## src/sim_pkg.sv

```systemverilog
// system integrity monitor: shared constants, types and helpers
//------------------------------------------------------------
// Notes on behaviour
// RQ1 - with pll on, too-close main oscillator edges are dropped; pll off passes all
// RQ2 - main oscillator lost: cpu clock taken from the safe oscillator
// RQ3 - main oscillator back: cpu clock returns to it by itself
// RQ4 - on safe oscillator the loss flag sets; interrupt if its enable is set
// RQ5 - wait mode changes nothing; both interrupts wake from wait
// RQ6 - halt freezes source state and turns off clock security and safe oscillator
// RQ7 - leaving halt by interrupt keeps setup; a reset restarts from reset values
// RQ8 - neither loss nor supply warning can wake from halt
// RQ9 - interrupt only with own enable set and cpu global mask clear
// RQ10 - warning enable bit 6 read/write; each flag change posts, cleared at isr
// RQ11 - warning flag bit 5 read-only; one when supply below warning threshold
// RQ12 - undervoltage reset flag bit 4 set by that reset, cleared by writing zero
// RQ13 - software writes zero to reserved bit 3
// RQ14 - loss enable bit 2 read/write, no effect with clock security off
// RQ15 - loss flag bit 1 set on safe oscillator, read clears after recovery
// RQ16 - with clock security off the loss flag reads zero
// RQ17 - watchdog flag bit 0 set by watchdog reset, cleared by zero write or uv reset
// RQ18 - cause pair: pin 0/0, watchdog 0/1, undervoltage 1/x
// RQ19 - pin or watchdog reset leaves the undervoltage flag as it was
// RQ20 - warning flag and interrupt work only with the uv detector enabled
// RQ21 - loss interrupt is a level while flag and enable are both one
//------------------------------------------------------------
package sim_pkg;
   //------------------------------------------------------------
   // timing
   //------------------------------------------------------------
   localparam int CLK_PERIOD_NS = 40;
   // least time without an edge before the main oscillator counts as lost
   localparam int LOSS_TIME_NS = 1000;
   localparam int LOSS_CYC = (LOSS_TIME_NS + CLK_PERIOD_NS - 1) / CLK_PERIOD_NS;
   // least spacing between two genuine oscillator edges while the pll runs
   localparam int GLITCH_GAP_NS = 120;
   localparam int GLITCH_CYC = (GLITCH_GAP_NS + CLK_PERIOD_NS - 1) / CLK_PERIOD_NS;
   localparam int RECOVER_EDGES = 4;
   localparam int CNT_W = 8;

   //------------------------------------------------------------
   // register map
   //------------------------------------------------------------
   localparam logic [7:0] ADDR_CSR = 8'h00;
   localparam logic [7:0] CSR_RESET = 8'h00;

   typedef struct packed {
      logic rsvd_hi;
      logic warn_ie;
      logic warn_flag;
      logic uv_rf;
      logic rsvd;
      logic loss_ie;
      logic loss_det;
      logic wdg_rf;
   } sim_csr_t;

   typedef struct packed {
      logic [7:0] addr;
      logic [7:0] wdata;
      logic wr;
      logic rd;
   } sim_bus_t;

   typedef enum logic [0:0] {
      SRC_MAIN = 1'b0,
      SRC_SAFE = 1'b1
   } sim_src_t;

   function automatic logic sim_hit(input logic [7:0] addr);
      sim_hit = (addr == ADDR_CSR);
   endfunction : sim_hit
endpackage : sim_pkg

```

## src/sim_osc_filter.sv

```systemverilog
// system integrity monitor: main oscillator edge filter
`timescale 1ns/1ns
module sim_osc_filter (
   // clock and reset
   input wire logic core_clk,
   input wire logic rst_n,
   // oscillator side
   input wire logic osc_in,
   input wire logic pll_enable,
   // filtered edge
   output logic edge_ok
);
   logic osc_prev;
   logic [sim_pkg::CNT_W-1:0] gap;
   logic rise;
   logic accept;

   assign rise = osc_in & ~osc_prev;
   // RQ1 spacing filter, pll only
   assign accept = rise & (~pll_enable | (gap >= sim_pkg::CNT_W'(sim_pkg::GLITCH_CYC)));

   always_ff @(posedge core_clk or negedge rst_n) begin
      if (!rst_n) begin
         osc_prev <= 1'b0;
      end else begin
         osc_prev <= osc_in;
      end
   end

   // saturating so a long quiet spell never wraps into a false short gap
   always_ff @(posedge core_clk or negedge rst_n) begin
      if (!rst_n) begin
         gap <= '1;
      end else if (accept) begin
         gap <= 8'h01;
      end else if (gap != '1) begin
         gap <= gap + 8'h01;
      end
   end

   always_ff @(posedge core_clk or negedge rst_n) begin
      if (!rst_n) begin
         edge_ok <= 1'b0;
      end else begin
         edge_ok <= accept;
      end
   end

   // RQ1 no filtering with pll off
   chk_filter_pll_off: assert property (@(posedge core_clk) disable iff (!rst_n)
      (!pll_enable && rise) |=> edge_ok) else $error("edge dropped with pll off");
endmodule : sim_osc_filter

```

## src/sim_clk_watch.sv

```systemverilog
// system integrity monitor: main oscillator loss detector
`timescale 1ns/1ns
module sim_clk_watch (
   // clock and reset
   input wire logic core_clk,
   input wire logic rst_n,
   // control
   input wire logic run,
   input wire logic edge_ok,
   // status
   output logic lost
);
   logic [sim_pkg::CNT_W-1:0] idle;
   logic [sim_pkg::CNT_W-1:0] good;

   // frozen while not running, so halt keeps the detector where it was
   always_ff @(posedge core_clk or negedge rst_n) begin
      if (!rst_n) begin
         idle <= '0;
         good <= '0;
         lost <= 1'b0;
      end else if (run) begin
         if (edge_ok) begin
            idle <= '0;
            if (lost) begin
               // RQ3 recovery after steady edges
               if (good == sim_pkg::CNT_W'(sim_pkg::RECOVER_EDGES - 1)) begin
                  lost <= 1'b0;
                  good <= '0;
               end else begin
                  good <= good + 8'h01;
               end
            end
         end else begin
            if (idle != '1) begin
               idle <= idle + 8'h01;
            end
            // RQ2 loss after quiet spell; only a new loss restarts recovery
            if (idle == sim_pkg::CNT_W'(sim_pkg::LOSS_CYC - 1)) begin
               lost <= 1'b1;
               good <= '0;
            end
         end
      end
   end
endmodule : sim_clk_watch

```

## src/sim_top.sv

```systemverilog
// system integrity monitor: clock security, supply warning and reset cause
`timescale 1ns/1ns
module sim_top (
   // clock and resets
   input wire logic core_clk,
   input wire logic rst_n,
   input wire logic por_n,
   // register port
   input wire sim_pkg::sim_bus_t bus,
   output logic [7:0] reg_rdata,
   // option configuration
   input wire logic opt_css_enable,
   input wire logic opt_uvd_enable,
   input wire logic pll_enable,
   // cause of the reset now ending, held stable around release
   input wire logic cause_uv,
   input wire logic cause_wdg,
   // oscillator and supply comparator
   input wire logic main_osc_sample,
   input wire logic supply_below,
   // power modes
   input wire logic wait_mode,
   input wire logic halt_mode,
   // cpu interrupt side
   input wire logic global_mask,
   input wire logic warn_isr_enter,
   // outputs
   output logic cpu_clk_on_safe,
   output logic safe_osc_enable,
   output logic main_osc_edge,
   output logic irq_clock_loss,
   output logic irq_supply_warn,
   output logic wake_from_wait
);
   //------------------------------------------------------------
   // declarations
   //------------------------------------------------------------
   sim_pkg::sim_src_t src;
   sim_pkg::sim_src_t next_src;
   sim_pkg::sim_csr_t csr;
   logic started;
   logic css_on;
   logic run;
   logic edge_ok;
   logic lost;
   logic wr_hit;
   logic rd_hit;
   logic warn_ie;
   logic loss_ie;
   logic warn_flag;
   logic next_warn_flag;
   logic warn_pend;
   logic loss_det;
   logic uv_rf;
   logic wdg_rf;
   logic loss_req;
   logic warn_req;

   assign css_on = opt_css_enable;
   // RQ6 security stops in halt
   assign run = css_on & ~halt_mode;
   assign wr_hit = bus.wr & sim_pkg::sim_hit(bus.addr);
   assign rd_hit = bus.rd & sim_pkg::sim_hit(bus.addr);

   //------------------------------------------------------------
   // oscillator filter and loss detector
   //------------------------------------------------------------
   sim_osc_filter u_filter (
      .core_clk(core_clk),
      .rst_n(rst_n),
      .osc_in(main_osc_sample),
      .pll_enable(pll_enable),
      .edge_ok(edge_ok)
   );

   sim_clk_watch u_watch (
      .core_clk(core_clk),
      .rst_n(rst_n),
      .run(run),
      .edge_ok(edge_ok),
      .lost(lost)
   );

   always_ff @(posedge core_clk or negedge rst_n) begin
      if (!rst_n) begin
         main_osc_edge <= 1'b0;
      end else begin
         main_osc_edge <= edge_ok;
      end
   end

   //------------------------------------------------------------
   // clock source selection
   //------------------------------------------------------------
   always_comb begin
      next_src = src;
      if (!css_on) begin
         next_src = sim_pkg::SRC_MAIN;
      end else if (!halt_mode) begin
         unique case (src)
            // RQ2 switch to safe
            sim_pkg::SRC_MAIN: begin
               if (lost) begin
                  next_src = sim_pkg::SRC_SAFE;
               end
            end
            // RQ3 automatic return
            sim_pkg::SRC_SAFE: begin
               if (!lost) begin
                  next_src = sim_pkg::SRC_MAIN;
               end
            end
         endcase
      end
   end

   // RQ7 halt keeps state; only reset restarts it
   always_ff @(posedge core_clk or negedge rst_n) begin
      if (!rst_n) begin
         src <= sim_pkg::SRC_MAIN;
      end else begin
         src <= next_src;
      end
   end

   // RQ6 safe oscillator off in halt
   always_ff @(posedge core_clk or negedge rst_n) begin
      if (!rst_n) begin
         safe_osc_enable <= 1'b0;
         cpu_clk_on_safe <= 1'b0;
      end else begin
         safe_osc_enable <= ~halt_mode & (next_src == sim_pkg::SRC_SAFE);
         cpu_clk_on_safe <= ~halt_mode & (next_src == sim_pkg::SRC_SAFE);
      end
   end

   //------------------------------------------------------------
   // reset cause capture
   //------------------------------------------------------------
   // causes are sampled one clock after release; the uv cause also on every clock while rst_n is low
   always_ff @(posedge core_clk or negedge rst_n) begin
      if (!rst_n) begin
         started <= 1'b0;
      end else begin
         started <= 1'b1;
      end
   end

   // RQ17 watchdog flag: set, zero write, uv clear
   always_ff @(posedge core_clk or negedge rst_n) begin
      if (!rst_n) begin
         wdg_rf <= 1'b0;
      end else if (!started) begin
         // RQ18 uv reset wins over watchdog
         wdg_rf <= cause_wdg & ~cause_uv;
      end else if (wr_hit && !bus.wdata[0]) begin
         wdg_rf <= 1'b0;
      end
   end

   // RQ19 of the resets only power-on clears this, so system resets keep it
   always_ff @(posedge core_clk or negedge por_n) begin
      if (!por_n) begin
         uv_rf <= 1'b0;
      end else if (!started && cause_uv) begin
         // RQ12 set by uv reset
         uv_rf <= 1'b1;
      end else if (started && wr_hit && !bus.wdata[4]) begin
         uv_rf <= 1'b0;
      end
   end

   //------------------------------------------------------------
   // software enables
   //------------------------------------------------------------
   // RQ10 RQ14 enables read/write; reserved bit 3 never stored
   always_ff @(posedge core_clk or negedge rst_n) begin
      if (!rst_n) begin
         warn_ie <= 1'b0;
         loss_ie <= 1'b0;
      end else if (wr_hit) begin
         warn_ie <= bus.wdata[6];
         loss_ie <= bus.wdata[2];
      end
   end

   //------------------------------------------------------------
   // clock loss flag
   //------------------------------------------------------------
   always_ff @(posedge core_clk or negedge rst_n) begin
      if (!rst_n) begin
         loss_det <= 1'b0;
      end else if (!css_on) begin
         // RQ16 forced zero
         loss_det <= 1'b0;
      end else if (src == sim_pkg::SRC_SAFE) begin
         // RQ4 set on safe, set beats read
         loss_det <= 1'b1;
      end else if (rd_hit) begin
         // RQ15 read clears after recovery
         loss_det <= 1'b0;
      end
   end

   //------------------------------------------------------------
   // supply warning flag and pending request
   //------------------------------------------------------------
   // RQ20 RQ11 comparator only with uv detector
   assign next_warn_flag = opt_uvd_enable & supply_below;

   always_ff @(posedge core_clk or negedge rst_n) begin
      if (!rst_n) begin
         warn_flag <= 1'b0;
      end else begin
         warn_flag <= next_warn_flag;
      end
   end

   // RQ10 post on every flag change while warn_ie is set, set beats isr clear
   always_ff @(posedge core_clk or negedge rst_n) begin
      if (!rst_n) begin
         warn_pend <= 1'b0;
      end else if (warn_ie && (next_warn_flag != warn_flag)) begin
         warn_pend <= 1'b1;
      end else if (warn_isr_enter) begin
         warn_pend <= 1'b0;
      end
   end

   //------------------------------------------------------------
   // interrupt requests
   //------------------------------------------------------------
   // RQ9 RQ14 RQ21 level request, gated by enable, mask, config
   assign loss_req = loss_det & loss_ie & css_on & ~global_mask;
   assign warn_req = warn_pend & warn_ie & opt_uvd_enable & ~global_mask;

   // RQ8 never raised in halt, so halt is not left by these
   always_ff @(posedge core_clk or negedge rst_n) begin
      if (!rst_n) begin
         irq_clock_loss <= 1'b0;
         irq_supply_warn <= 1'b0;
      end else begin
         irq_clock_loss <= loss_req & ~halt_mode;
         irq_supply_warn <= warn_req & ~halt_mode;
      end
   end

   // RQ5 both requests wake from wait
   always_ff @(posedge core_clk or negedge rst_n) begin
      if (!rst_n) begin
         wake_from_wait <= 1'b0;
      end else begin
         wake_from_wait <= wait_mode & ~halt_mode & (loss_req | warn_req);
      end
   end

   //------------------------------------------------------------
   // register read
   //------------------------------------------------------------
   always_comb begin
      csr = sim_pkg::CSR_RESET;
      csr.warn_ie = warn_ie;
      csr.warn_flag = warn_flag;
      csr.uv_rf = uv_rf;
      csr.loss_ie = loss_ie;
      csr.loss_det = loss_det;
      csr.wdg_rf = wdg_rf;
   end

   // data stand only in the cycle after the strobe
   always_ff @(posedge core_clk or negedge rst_n) begin
      if (!rst_n) begin
         reg_rdata <= 8'h00;
      end else if (rd_hit) begin
         reg_rdata <= csr;
      end else begin
         reg_rdata <= 8'h00;
      end
   end

   //------------------------------------------------------------
   // checks
   //------------------------------------------------------------
   chk_safe_on_loss: assert property ( // RQ2
      @(posedge core_clk) disable iff (!rst_n)
      (lost && css_on && !halt_mode && src == sim_pkg::SRC_MAIN)
      |=> src == sim_pkg::SRC_SAFE && cpu_clk_on_safe)
      else $error("no switch to safe oscillator");

   chk_return_main: assert property ( // RQ3
      @(posedge core_clk) disable iff (!rst_n)
      (src == sim_pkg::SRC_SAFE && !lost && !halt_mode) |=> src == sim_pkg::SRC_MAIN)
      else $error("no return to main oscillator");

   chk_loss_flag_set: assert property ( // RQ4
      @(posedge core_clk) disable iff (!rst_n)
      (src == sim_pkg::SRC_SAFE && css_on) |=> loss_det)
      else $error("loss flag not set on safe clock");

   chk_halt_safe_off: assert property ( // RQ6
      @(posedge core_clk) disable iff (!rst_n)
      halt_mode |=> !safe_osc_enable && $stable(src))
      else $error("safe oscillator runs in halt");

   chk_halt_no_irq: assert property ( // RQ8
      @(posedge core_clk) disable iff (!rst_n)
      halt_mode |=> !irq_clock_loss && !irq_supply_warn && !wake_from_wait)
      else $error("request raised in halt");

   chk_mask_gate: assert property ( // RQ9
      @(posedge core_clk) disable iff (!rst_n)
      global_mask |=> !irq_clock_loss && !irq_supply_warn)
      else $error("request passed the global mask");

   chk_warn_post: assert property ( // RQ10
      @(posedge core_clk) disable iff (!rst_n)
      (warn_ie && next_warn_flag != warn_flag) |=> warn_pend ##1 (warn_pend || $past(warn_isr_enter)))
      else $error("warning change not posted");

   chk_loss_zero: assert property ( // RQ16
      @(posedge core_clk) disable iff (!rst_n)
      !opt_css_enable |=> !loss_det && !irq_clock_loss[*1])
      else $error("loss flag set with security off");

   chk_wdg_clear: assert property ( // RQ17
      @(posedge core_clk) disable iff (!rst_n)
      (started && wr_hit && !bus.wdata[0]) |=> !wdg_rf)
      else $error("watchdog flag not cleared");

   chk_loss_irq_level: assert property ( // RQ21
      @(posedge core_clk) disable iff (!rst_n)
      (loss_det && loss_ie && css_on && !global_mask && !halt_mode) |=> irq_clock_loss)
      else $error("loss request not asserted");

   chk_read_once: assert property (
      @(posedge core_clk) disable iff (!rst_n)
      !rd_hit |=> reg_rdata == 8'h00)
      else $error("read data outside its cycle");

   cov_safe_cycle: cover property (@(posedge core_clk) disable iff (!rst_n)
      src == sim_pkg::SRC_SAFE ##[1:1000] src == sim_pkg::SRC_MAIN);
   cov_warn_irq: cover property (@(posedge core_clk) disable iff (!rst_n)
      $rose(irq_supply_warn));
   cov_wait_wake: cover property (@(posedge core_clk) disable iff (!rst_n)
      $rose(wake_from_wait));
endmodule : sim_top

```

## config.mk

```make
export PLATFORM = sky130hd
export DESIGN_NAME = sim_top
export DESIGN_NICKNAME = d
export VERILOG_FILES = /design/src/sim_pkg.sv /design/src/sim_osc_filter.sv /design/src/sim_clk_watch.sv /design/src/sim_top.sv
export SDC_FILE = /design/constraint.sdc
export NUM_CORES = 1
export LEC_CHECK = 0
export ABC_AREA = 1
export BUFFER_PORTS_ARGS = -buffer_cell sky130_fd_sc_hd__buf_4
export CAP_MARGIN = 10
export CORE_MARGIN = 2
export CORE_UTILIZATION = 45
export CTS_BUF_LIST = sky130_fd_sc_hd__clkbuf_8
export CTS_CLUSTER_DIAMETER = 150
export DETAILED_ROUTE_END_ITERATION = 12
export HOLD_SLACK_MARGIN = 0.08
export PLACE_DENSITY = 0.78
export SLEW_MARGIN = 30
export SYNTH_ARGS = -nofsm -noshare
export SYNTH_HDL_FRONTEND = slang
export SYNTH_SLANG_ARGS = --single-unit
```

## constraint.sdc

```tcl
create_clock -name core_clk -period 1.35 [get_ports core_clk]
set_input_delay 0 -clock core_clk [delete_from_list [all_inputs] [get_ports core_clk]]
set_output_delay 0 -clock core_clk [all_outputs]
set_load 0.02 [all_outputs]
```

==> Word level (Yosys, flattened, before mapping) <==
Cells that the tools add are included.
{ "op_classes": {"order_cmp": 1, "shift": 0, "eq_ne": 8, "n_mux": 25, "n_div": 0, "multipliers": 0, "add_sub_neg": 3, "n_reduce_logical": 17, "n_bitwise": 25} }
{ "ops": {"columns": ["cell", "n"], "rows": [
  ["$mux W8", 8],
  ["$add A8 B1 Y8 const B", 3],
  ["$and A1 B1 Y1", 18],
  ["$mux W1", 16],
  ["$ne A8 B8 Y1 const B", 2],
  ["$reduce_bool A2 Y1", 5],
  ["$eq A8 B2 Y1 const B", 1],
  ["$eq A8 B5 Y1 const B", 1],
  ["$ge A8 B2 Y1 const B", 1],
  ["$logic_not A8 Y1", 1],
  ["$mux W7", 1],
  ["$logic_and A1 B1 Y1", 5],
  ["$not A1 Y1", 5],
  ["$ne A2 B1 Y1 const B", 2],
  ["$reduce_and A2 Y1", 2],
  ["$logic_not A1 Y1", 3],
  ["$ne A3 B2 Y1 const B", 1],
  ["$reduce_and A3 Y1", 1],
  ["$or A1 B1 Y1", 2],
  ["$ne A1 B1 Y1", 1]
]} }
{ "word_totals": {"ram_bits": 0, "wordCells": 100, "romBits": 0, "memories": 0, "latch_bits": 0, "out_inout_bits": 14, "ff_bits": 49, "input_bits": 32} }

==> Longest topological paths before layout <==
Gate-level depths: netlist (run 1).
{ "depth": {"word_depth": 6, "depth_mapped": 9, "mapped_depth_nobuf": 9} }

==> Modules after synthesis <==
From an unflattened synthesis (run 1), not the netlist that was laid out.
{ "unflattened": {"cells_unflattened": 334, "hier_area_um2": 2508.7} }
{ "by_module_without_submodules": {"columns": ["mod", "n_inst", "seq_area_each_um2", "area_each_um2", "cells_per_inst"], "rows": [
  ["sim_clk_watch", 1, 425.4, 1117.3, 160],
  ["sim_top", 1, 500.5, 817.0, 91],
  ["sim_osc_filter", 1, 260.2, 574.3, 83]
]} }

==> Least setup slack after synthesis (run 1) <==
Ideal clock, no wire load.
{ "synth_timing": {"path_type": "register to register", "from": "register u_filter.gap[0] in the netlist's numbering", "to": "register u_filter.gap[2] in the netlist's numbering", "required_time_ns": 1.289, "path_stages_with_launch": 8, "t_arrival_ns": 1.352, "n_path_buf": 0, "setup_slack_ns": -0.063, "period_less_slack_ns": 1.413, "setup_ns": 0.061, "cell_sequence": "dfstp_2 > ha_1 > nand4_1 > nor2_1 > nand2_1 > inv_1 > nand2_1 > nand2_1"} }
{ "synth_via": {"elab_chain_len": 4, "word_cells_on_any_way": 8, "cone_classes": "add/sub (1); order compare (1); eq/ne (1); mux (2); bitwise (2); reduce/logical (1)"} }
{ "synth_rtl": {"columns": ["element", "line_no", "source"], "rows": [
  ["start: declaration", "sim_osc_filter.sv:14", "logic [sim_pkg::CNT_W-1:0] gap;"],
  ["start signal: assignment", "sim_osc_filter.sv:37", "gap <= gap + 8'h01;"],
  ["$ge A8 B2 Y1", "sim_osc_filter.sv:20", "assign accept = rise & (~pll_enable | (gap >= sim_pkg::CNT_W'(sim_pkg::GLITCH_CYC)));"],
  ["$or A1 B1 Y1", "sim_osc_filter.sv:20", null],
  ["$and A1 B1 Y1", "sim_osc_filter.sv:20", null],
  ["$mux W8 or $reduce_bool A2 Y1 (tied branches)", null, null]
]} }
Parallel ways exist; a longest one is shown, timed or not. The select of a mux whose other input is x is not followed.
A chain may end at the register's enable or synchronous reset.

==> Worst setup path in the final report (run 1) <==
{ "layout_timing": {"from": "register u_filter.gap[0] in the netlist's numbering", "to": "register u_filter.gap[1] in the netlist's numbering"} }
Same word-level chain as after synthesis.

==> results of run 1 <==
-- registers in the layout (all words and copies together) (netlist names), 6 cells and up --
register and flops:
u_filter.gap 8, u_watch.good 8, u_watch.idle 8, reg_rdata 6
-- worst paths after layout --
check	end	slack [ns]	cells past startpoint
max	u_filter.gap[1]	-0.05	7
min	warn_ie	0.09	3
max reg2reg	u_filter.gap[1]	-0.05	7
min reg2reg	loss_det	0.49	2
max in group asynchronous	u_filter.gap[7]	0.70	2
min in group asynchronous	u_watch.idle[6]	0.24	2
-- layout by cell type, fill, tap and decap left out, types with 2 or more instances in the layout --
master / count
nand2_1: 74
buf_4: 61
nor2_1: 40
dfrtp_1: 39
inv_1: 38
nand3_1: 20
dlygate4sd3_1: 20
nand2_2: 12
nand4_1: 8
a21oi_1: 8
dfstp_2: 8
o21ai_0: 7
o21ai_2: 6
inv_2: 5
nor2_2: 5
clkbuf_8: 5
o21ai_1: 4
nand2_4: 3
ha_2: 3
conb_1: 3
or2_2: 2
nor2_4: 2
xnor2_1: 2
xor2_1: 2
nor3_1: 2
o21bai_1: 2
a21oi_2: 2
-- synthesized netlist by cell type --
cell type	number
a21oi_1	10
a21oi_4	1
buf_4	3
buf_6	1
clkbuf_1	1
conb_1	2
dfrtp_1	39
dfstp_2	8
ha_1	4
inv_1	40
inv_2	1
nand2_1	85
nand2_2	3
nand3_1	21
nand3_2	1
nand4_1	8
nor2_1	46
nor2_4	1
nor3_1	3
o21a_1	1
o21ai_0	14
o21ai_2	4
o21bai_1	2
or2_2	2
xnor2_1	2
xor2_1	2
-- cells by family after synthesis --
kind of cell / after synthesis
compound gates: 32
xor+xnor: 4
fa+ha+maj: 4
buf+inv: 46
flops: 47
other cells: 2
simple gates: 170
-- layer usage --
metal	GRT usage	vias up
li1	-	1117
met1	0.2438	1066
met2	0.3482	55
met3	0.03412	15
met4	0.07455	0
met5	0	-
-- critical path: stages (launching register included) --
cell and delay [ns]:
dfstp_2 0.56, ha_4 0.15, nand4_1 0.14, nor2_2 0.16, nand2_2 0.11, inv_2 0.11, nor2_1 0.04, nor2_1 0.08
-- per-stage QoR --
stage          hold slack, ns   TNS [ns]  instance area, µm²
2_1_floorplan         -0.2956  -0.007656                2397
5_1_grt                0.1205     -2.265                3329
6_report              0.09437    -0.7064                3329
4_1_cts               0.08856    -0.2522                3248
3_5_place_dp          -0.2226     -1.525                2860
3_3_place_gp          -0.2243    -0.4075                2860
-- area by class of cell --
cell class                      count  area [µm²]
Fill cell                         397        1778
Sequential cell                    47        1186
Multi-Input combinational cell    214        1137
Timing Repair Buffer               81       658.1
Inverter                           41       153.9
Tap cell                           70       87.58
Clock buffer                        5       68.82
Clock inverter                      3       37.54
-- what timing repair did --
action	in CTS	in global routing
resized for setup	16	27
pin swaps	13	9
cloned	1	0
hold endpoints to repair	59	1
setup buffers	4	2
setup endpoints to repair	24	28
hold buffers	21	1
-- power by group --
part / switching (mW) / internal [mW]
Clock: 0.450 / 0.539
Combinational: 0.634 / 0.587
Sequential: 0.192 / 1.65
Total: 1.28 / 2.78
==> flow_metrics.py, run 1 <==
metrics = {
    "timing": {
        "maxSlewHeadroom": 0.5571,
        "final-setup-viol-count": 22,
        "fmax_mhz": 712.2,
        "rsz0062_at_grt": "true",
        "slew_violations": 0,
        "fin_crit_ns": 1.404,
        "worst_pin_slew_ns": 0.6619,
        "fin_skew_ns": 0.01269,
        "post-route-period-util": 1.040,
        "fin_ws_ns": -0.05418,
        "hold_violations": 0,
    },
    "placement": {
        "gp_congestion": 0.8297,
        "place_hpwl_um": 3566,
        "port_buffers": 39,
        "dp_slack_ns": -0.1043,
        "placed_cells": 426,
    },
    "route": {
        "drt_iter0_drc": 136,
        "ant_nets": 0,
        "top_layer": "met4",
        "drt-total-wl_um": 5760,
        "drt-met1-wl_um": 2427,
        "met3_length_um": 247,
        "vias_per_cell": 4.887,
        "dr_total_vias": 2253,
        "dr_wl_met2_um": 2953,
        "drc": 0,
        "wl_per_cell_um": 12.49,
        "dr.pass1.iters": 4,
    },
    "worst_setup_path": {
        "crit_fanout": 4,
        "crit_type": "reg -> reg",
        "startpoint_type": "flip-flop",
        "end_kind": "flip-flop",
        "arrival_ns": 1.64,
        "required_ns": 1.59,
        "cp-startpoint": "u_filter.gap[0]",
        "r2r_start": "u_filter.gap[0]",
    },
    "floorplan": {
        "rows": 26,
        "design.core.area_um2": 5107,
        "die_x_um": 76.70,
        "die_y_um": 76.70,
        "dieArea_um2": 5883,
        "io_pins": 46,
        "initial_core_util": 0.4657,
    },
    "clocking": {
        "root_buffer": "clkbuf_8",
        "clock-sinks": 47,
        "clk_path_buf_depth": 2,
        "numCtsBuffers": 5,
        "cts_tree": "built",
        "clk_latency_ns": 0.30,
        "path_clk_slew_ns": 0.08,
        "htree_levels": 2,
    },
    "global_route": {
        "grt.overflow.total": 0,
        "grt_pass1_wl_um": 9508,
        "first_global_vias": 2230,
        "antenna_found_initial": 0,
        "grt_max_degree": 47,
        "grt.total_usage": 0.1985,
    },
    "logic_synthesis": {
        "synth_top_cell_area_share": 0.4103,
        "yosys-top-cells-area": "dfrtp_1 41%, nand2_1 13%, dfstp_2 8.8%",
        "syn_area_um2": 2379,
        "synth.distinct_cells": 26,
        "synthMuxAreaShare": 0,
        "ys_ff_latch": 47,
        "synth_warnings": 0,
        "yosysSeqAreaShare": 0.4987,
        "synth_fa_ha_area_frac": 0.02104,
        "synth_xor_xnor_area_share": 0.01473,
        "synth_simple_gate_area_frac": 0.3004,
        "postSynthCellCount": 305,
        "synth_area_per_cell_um2": 7.798,
        "synth_compound_area_frac": 0.08154,
        "synth_area_leader_cell": "dfrtp_1",
        "synth_top_family_by_area": "simple AND/OR/NAND/NOR gates",
    },
    "run": {
        "maxCapViolCount": 0,
    },
    "pwr": {
        "fin_total_pwr_mw": 4.054,
        "total_leakage_power_nw": 1.663,
        "power_density_nw_per_um2": 1218,
        "ir_drop_mv": 0.9445,
    },
    "cells_and_area": {
        "area_growth_syn_to_layout_pct": 39.98,
        "fin_util": 0.6519,
        "n_antenna_cell": 0,
        "final_cell_count_no_fill": 461,
        "layout-drive-gt1-share": 0.3095,
        "finalNetCount": 426,
    },
    "worst_hold_path": {
        "hold_path_class": "in -> reg",
        "hold_start": "bus[1]",
    },
    "outcome": {
        "violations": "negative setup slack",
        "status": "complete, but fails checks",
    },
}
Note: power is estimated with default switching activity, not from simulation.
==> run 2, diff against run 1 <==
ABC_AREA = default   (was 1)
CORE_MARGIN = default   (was 2)
GPL_ROUTABILITY_DRIVEN = 0   (was default)
==> flow_metrics.py, run 2 <==
metrics = {
    "logic_synthesis": {
        "yosysMostFrequentCell": "dfrtp_1",
        "yosys-top-cells-area": "dfrtp_1 43%, dfstp_2 9.4%, a31oi_1 3.3%",
        "synth_area_leader_cell": "dfrtp_1",
        "postSynthCellCount": 221,
        "ys_ff_latch": 47,
        "ys_async_sr_fraction": 1.000,
        "synth_edf_count": 0,
        "synth_warnings": 0,
        "yosysSeqAreaShare": 0.5281,
        "synth_area_per_cell_um2": 10.16,
        "synth.distinct_cells": 44,
        "synth_ff_type": "dfrtp_1",
        "yosys-top-cells-count": "39 x dfrtp_1, 20 x nand2_1, 16 x nor2_1",
        "syn_area_um2": 2246,
        "synth_top_cell_area_share": 0.4345,
    },
    "outcome": {
        "violations": "negative setup slack",
        "status": "complete, but fails checks",
    },
    "global_route": {
        "grt.total_usage": 0.2254,
        "grt.overflow.total": 0,
        "antenna_found_initial": 0,
        "first_global_vias": 2007,
        "grt_pass1_wl_um": 9052,
        "grt_max_degree": 47,
    },
    "timing": {
        "tns_ns": -6.834,
        "hold_violations": 0,
        "fmax_mhz": 505.9,
        "fin_skew_ns": 0.007478,
        "worst_pin_slew_ns": 0.5713,
        "fin_crit_ns": 1.977,
        "final-setup-viol-count": 24,
        "rsz0062_at_grt": "true",
        "slew_violations": 0,
        "fin_ws_ns": -0.6267,
        "maxSlewHeadroom": 0.6191,
        "post-route-period-util": 1.464,
        "holdWs_ns": 0.1254,
    },
    "worst_setup_path": {
        "r2r_cells": 6,
        "crit_fanout": 7,
        "critPathMaxStageDelay_ns": 0.46,
        "cp-startpoint": "u_watch.idle[1]",
        "required_ns": 1.52,
        "r2r_start": "u_watch.idle[1]",
        "rrSetupSlack_ns": -0.63,
        "cp_slowest_cell": "or4b_4",
        "crit_type": "reg -> reg",
        "crit_chain": "inv_2, ha_4, or4b_4, or4_4, a21oi_4, a31oi_1",
        "timing.rr.end": "u_watch.good[6]",
        "end_kind": "flip-flop",
        "arrival_ns": 2.15,
        "startpoint_type": "flip-flop",
    },
    "clocking": {
        "htree_levels": 2,
        "clk_path_buf_depth": 2,
        "numCtsBuffers": 5,
        "root_buffer": "clkbuf_8",
        "path_clk_slew_ns": 0.08,
        "clk_latency_ns": 0.30,
        "cts_tree": "built",
        "clock-sinks": 47,
    },
    "pwr": {
        "seq_power_share": 0.413,
        "ir_drop_mv": 1.084,
        "power.share.switching": 0.3167,
        "p_int_mw": 3.003,
        "power_density_nw_per_um2": 1279,
        "clockPowerShare": 0.226,
        "p_sw_mw": 1.392,
        "total_leakage_power_nw": 1.546,
        "combPwrFrac": 0.361,
    },
    "route": {
        "ant_nets": 0,
        "vias_per_cell": 5.320,
        "drt_iter0_drc": 130,
        "drc": 0,
        "drt-total-wl_um": 6260,
        "wl_per_cell_um": 16.01,
        "dr.pass1.iters": 4,
        "dr_total_vias": 2080,
    },
    "floorplan": {
        "design.core.area_um2": 4755,
        "die_x_um": 72.65,
        "rows": 25,
        "die_y_um": 72.65,
        "dieArea_um2": 5277,
        "initial_core_util": 0.4724,
        "io_pins": 46,
    },
    "cells_and_area": {
        "final_cell_mix": "78 x buf_4, 39 x dfrtp_1, 21 x dlygate4sd3_1",
        "area_growth_syn_to_layout_pct": 52.98,
        "n_antenna_cell": 0,
        "stdcell_area_um2": 3436,
        "finalNetCount": 359,
        "layout_commonest_cell": "buf_4",
        "n_fill_cell": 328,
        "layout-drive-gt1-share": 0.4105,
        "reg_top3": "u_filter.gap (8), u_watch.good (8), u_watch.idle (8)",
    },
    "placement": {
        "port_buffers": 39,
        "place_hpwl_um": 3516,
        "place_area_um2": 2875,
    },
    "run": {
        "maxCapViolCount": 0,
    },
    "worst_hold_path": {
        "whs_path_depth": 4,
        "hold_path_class": "in -> reg",
        "hold_end": "uv_rf",
        "hold_start": "bus[1]",
    },
}
## run 2: cell types whose count changed in the layout (fill, tap and decap cells not counted), sizes merged, moves of 5 or more
| cell | delta |
|---|---|
| nand2 | -69 |
| and2 | +9 |
| nand4 | -5 |
| a31oi | +12 |
| o21ai | -9 |
| buf | +19 |
| inv | -33 |
| nor3 | +5 |
| nor2 | -31 |
| nand2b | +5 |
| nand3 | -14 |
## run 2: how the worst max path moves through the flow
| stage | end | slack (ns) | depth (start not counted) |
|---|---|---|---|
| after floorplan | u_watch.good[4] | -0.52 | 6 |
| after global placement | u_watch.good[5] | -0.58 | 6 |
| after detailed placement | u_watch.good[6] | -0.64 | 6 |
| after CTS | u_watch.good[6] | -0.63 | 6 |
| after global routing | u_watch.good[6] | -0.71 | 6 |
| final | u_watch.good[6] | -0.63 | 6 |
## run 2: critical path: cells and delay by family, from the launching register on
| kind | cells | cell delay, ns |
|---|---|---|
| flops | 1 | 0.40 |
| simple gates | 2 | 0.90 |
| compound gates | 2 | 0.36 |
| buf+inv | 1 | 0.08 |
| fa+ha+maj | 1 | 0.12 |
## run 2: logic make-up after synthesis
logic type,Yosys count,synth area share
fa+ha+maj,4,0.02229
other cells,2,0.003344
mux,8,0.03788
xor+xnor,5,0.01950
simple gates,92,0.2240
compound gates,47,0.1331
flops,47,0.5281
buf+inv,16,0.03176
## run 2: stage by stage
stage | worst slack (ns) | instances | utilization | total power, mW
finish | -0.6267 | 391 | 0.7226 | 4.395
detailed placement | -0.6427 | 355 | 0.6047 | 2.985
CTS | -0.6301 | 387 | 0.6876 | 4.127
floorplan | -0.5211 | 222 | - | 2.404
global route | -0.7102 | 391 | 0.7226 | 4.601
global placement | -0.5765 | 355 | 0.6047 | 2.943
## run 2: metal layers
layer / GRT usage / part of all wire / vias to the layer above
met5: 0 / 0 / -
met4: 0.06318 / 0.019 / 0
li1: - / - / 988
met2: 0.3967 / 0.53 / 69
met3: 0.04420 / 0.048 / 12
met1: 0.2822 / 0.40 / 1011
## run 2: cell type report
| type | instances | area [µm²] | area share |
|---|---|---|---|
| multi-input cells | 159 | 1199 | 0.3489 |
| flip-flops and latches | 47 | 1186 | 0.3452 |
| repair buffers | 102 | 830.8 | 0.2418 |
| well taps | 67 | 83.83 | 0.02440 |
| clock buffers | 5 | 68.82 | 0.02003 |
| clock inverters | 3 | 37.54 | 0.01092 |
| inverters | 8 | 30.03 | 0.008740 |
## run 2: timing repair
action	CTS	global route
endpoints found under the setup margin	21	28
resized for setup	13	27
buffers inserted	2	6
hold buffers	22	1
hold endpoints to repair	54	1
pin swaps	10	15
## run 2: power groups by stage
stage          combinational, mW  clock, mW  sequential, mW
2_1_floorplan              0.559          0            1.85
3_3_place_gp                1.14          0            1.80
3_5_place_dp                1.18          0            1.81
4_1_cts                     1.32       1.02            1.79
5_1_grt                     1.70       1.07            1.84
6_report                    1.59      0.995            1.81
==> run 3, diff against run 2 <==
RECOVER_POWER = 50   (was default)
==> flow_metrics.py, run 3 (synthesized netlist as in run 2, its figures left out) <==
metrics = {
    "timing": {
        "maxSlewHeadroom": 0.2726,
        "final-setup-viol-count": 24,
        "fin_skew_ns": 0.008160,
        "tns_ns": -6.789,
        "worst_pin_slew_ns": 1.091,
        "holdWs_ns": 0.1233,
        "fin_crit_ns": 1.972,
        "rsz0062_at_grt": "true",
        "fmax_mhz": 507.2,
        "slew_violations": 0,
        "fin_ws_ns": -0.6217,
        "hold_violations": 0,
        "post-route-period-util": 1.461,
    },
    "clocking": {
        "cts_tree": "built",
        "htree_levels": 2,
        "clk_latency_ns": 0.30,
        "root_buffer": "clkbuf_8",
        "clock-sinks": 47,
        "clk_path_buf_depth": 2,
        "path_clk_slew_ns": 0.09,
        "numCtsBuffers": 5,
    },
    "global_route": {
        "grt.overflow.total": 0,
        "grt_max_degree": 47,
        "grt.total_usage": 0.2254,
        "antenna_found_initial": 0,
        "grt_pass1_wl_um": 9052,
        "first_global_vias": 2007,
    },
    "cells_and_area": {
        "finalNetCount": 359,
        "layout_commonest_cell": "buf_4",
        "n_antenna_cell": 0,
        "reg_top3": "u_filter.gap (8), u_watch.good (8), u_watch.idle (8)",
        "layout-drive-gt1-share": 0.4105,
        "area_growth_syn_to_layout_pct": 52.87,
        "final_cell_mix": "75 x buf_4, 39 x dfrtp_1, 21 x dlygate4sd3_1",
    },
    "worst_setup_path": {
        "startpoint_type": "flip-flop",
        "end_kind": "flip-flop",
        "crit_type": "reg -> reg",
        "required_ns": 1.52,
        "crit_fanout": 7,
        "arrival_ns": 2.14,
    },
    "floorplan": {
        "initial_core_util": 0.4724,
        "design.core.area_um2": 4755,
        "die_x_um": 72.65,
        "io_pins": 46,
        "die_y_um": 72.65,
        "dieArea_um2": 5277,
        "rows": 25,
    },
    "run": {
        "maxCapViolCount": 0,
    },
    "route": {
        "dr_total_vias": 2071,
        "ant_nets": 0,
        "dr.pass1.iters": 4,
        "vias_per_cell": 5.297,
        "drt-total-wl_um": 6247,
        "drc": 0,
        "drt_iter0_drc": 130,
        "wl_per_cell_um": 15.98,
    },
    "placement": {
        "place_hpwl_um": 3516,
        "port_buffers": 39,
    },
    "outcome": {
        "violations": "negative setup slack",
        "status": "complete, but fails checks",
    },
    "pwr": {
        "power_density_nw_per_um2": 1281,
        "ir_drop_mv": 1.087,
        "p_int_mw": 3.002,
        "clockPowerShare": 0.228,
        "power.share.switching": 0.3176,
        "p_sw_mw": 1.397,
        "total_leakage_power_nw": 1.545,
        "combPwrFrac": 0.360,
        "seq_power_share": 0.412,
    },
    "worst_hold_path": {
        "hold_path_class": "in -> reg",
    },
}
[run 3: layout make-up]
| class | count | area (µm²) |
|---|---|---|
| clock inverter | 3 | 37.54 |
| fill | 329 | 1321 |
| inverter | 8 | 30.03 |
| multi-input combinational | 159 | 1199 |
| clock buffer | 5 | 68.82 |
| timing repair buffer | 102 | 828.3 |
| sequential | 47 | 1186 |
| tap | 67 | 83.83 |
[run 3: power groups by stage]
stage                     combinational, mW  clock, mW  sequential, mW
after floorplan                       0.559          0            1.85
after global placement                 1.14          0            1.80
after detailed placement               1.18          0            1.81
after CTS                              1.32       1.02            1.79
after global routing                   1.70       1.07            1.84
final                                  1.59       1.00            1.81
[run 3: through the flow]
stage          cell area (µm²)  power [mW]  utilization  std cells  setup WS [ns]
6_report                  3433       4.400       0.7221        391        -0.6217
5_1_grt                   3433       4.600       0.7221        391        -0.7102
4_1_cts                   3269       4.127       0.6876        387        -0.6301
3_5_place_dp              2875       2.985       0.6047        355        -0.6427
3_3_place_gp              2875       2.943       0.6047        355        -0.5765
2_1_floorplan             2287       2.404            -        222        -0.5211
[run 3: metal layers]
metal	share of wire	track usage
met1	0.40	0.2822
met2	0.53	0.3967
met3	0.044	0.04420
met4	0.016	0.06318
met5	0	0
[run 3: path summary, 6_finish.rpt]
kind                                 startpoint  slack [ns]  cells after the start         endpoint
worst max-delay path            u_watch.idle[1]       -0.62                      6  u_watch.good[6]
worst min-delay path                     bus[1]        0.12                      4            uv_rf
worst max register to register  u_watch.idle[1]       -0.62                      6  u_watch.good[6]
worst min register to register           wdg_rf        0.48                      1     reg_rdata[0]
max in group asynchronous                 rst_n        0.25                      2  u_watch.idle[7]
min in group asynchronous                 rst_n        0.43                      2  u_watch.good[5]
[run 3: repair_timing]
| action | CTS | global route |
|---|---|---|
| gates resized for setup | 13 | 27 |
| setup buffers | 2 | 6 |
| endpoints found under the setup margin | 21 | 28 |
| hold buffers | 22 | 1 |
| hold endpoints to repair | 54 | 1 |
| pin swaps | 10 | 15 |
[run 3: worst max-delay path, cell delays in order, from the launching register on]
cell and delay [ns]:
dfrtp_1 0.40, inv_2 0.08, ha_4 0.12, or4b_4 0.46, or4_4 0.44, a21oi_4 0.23
a31oi_1 0.11
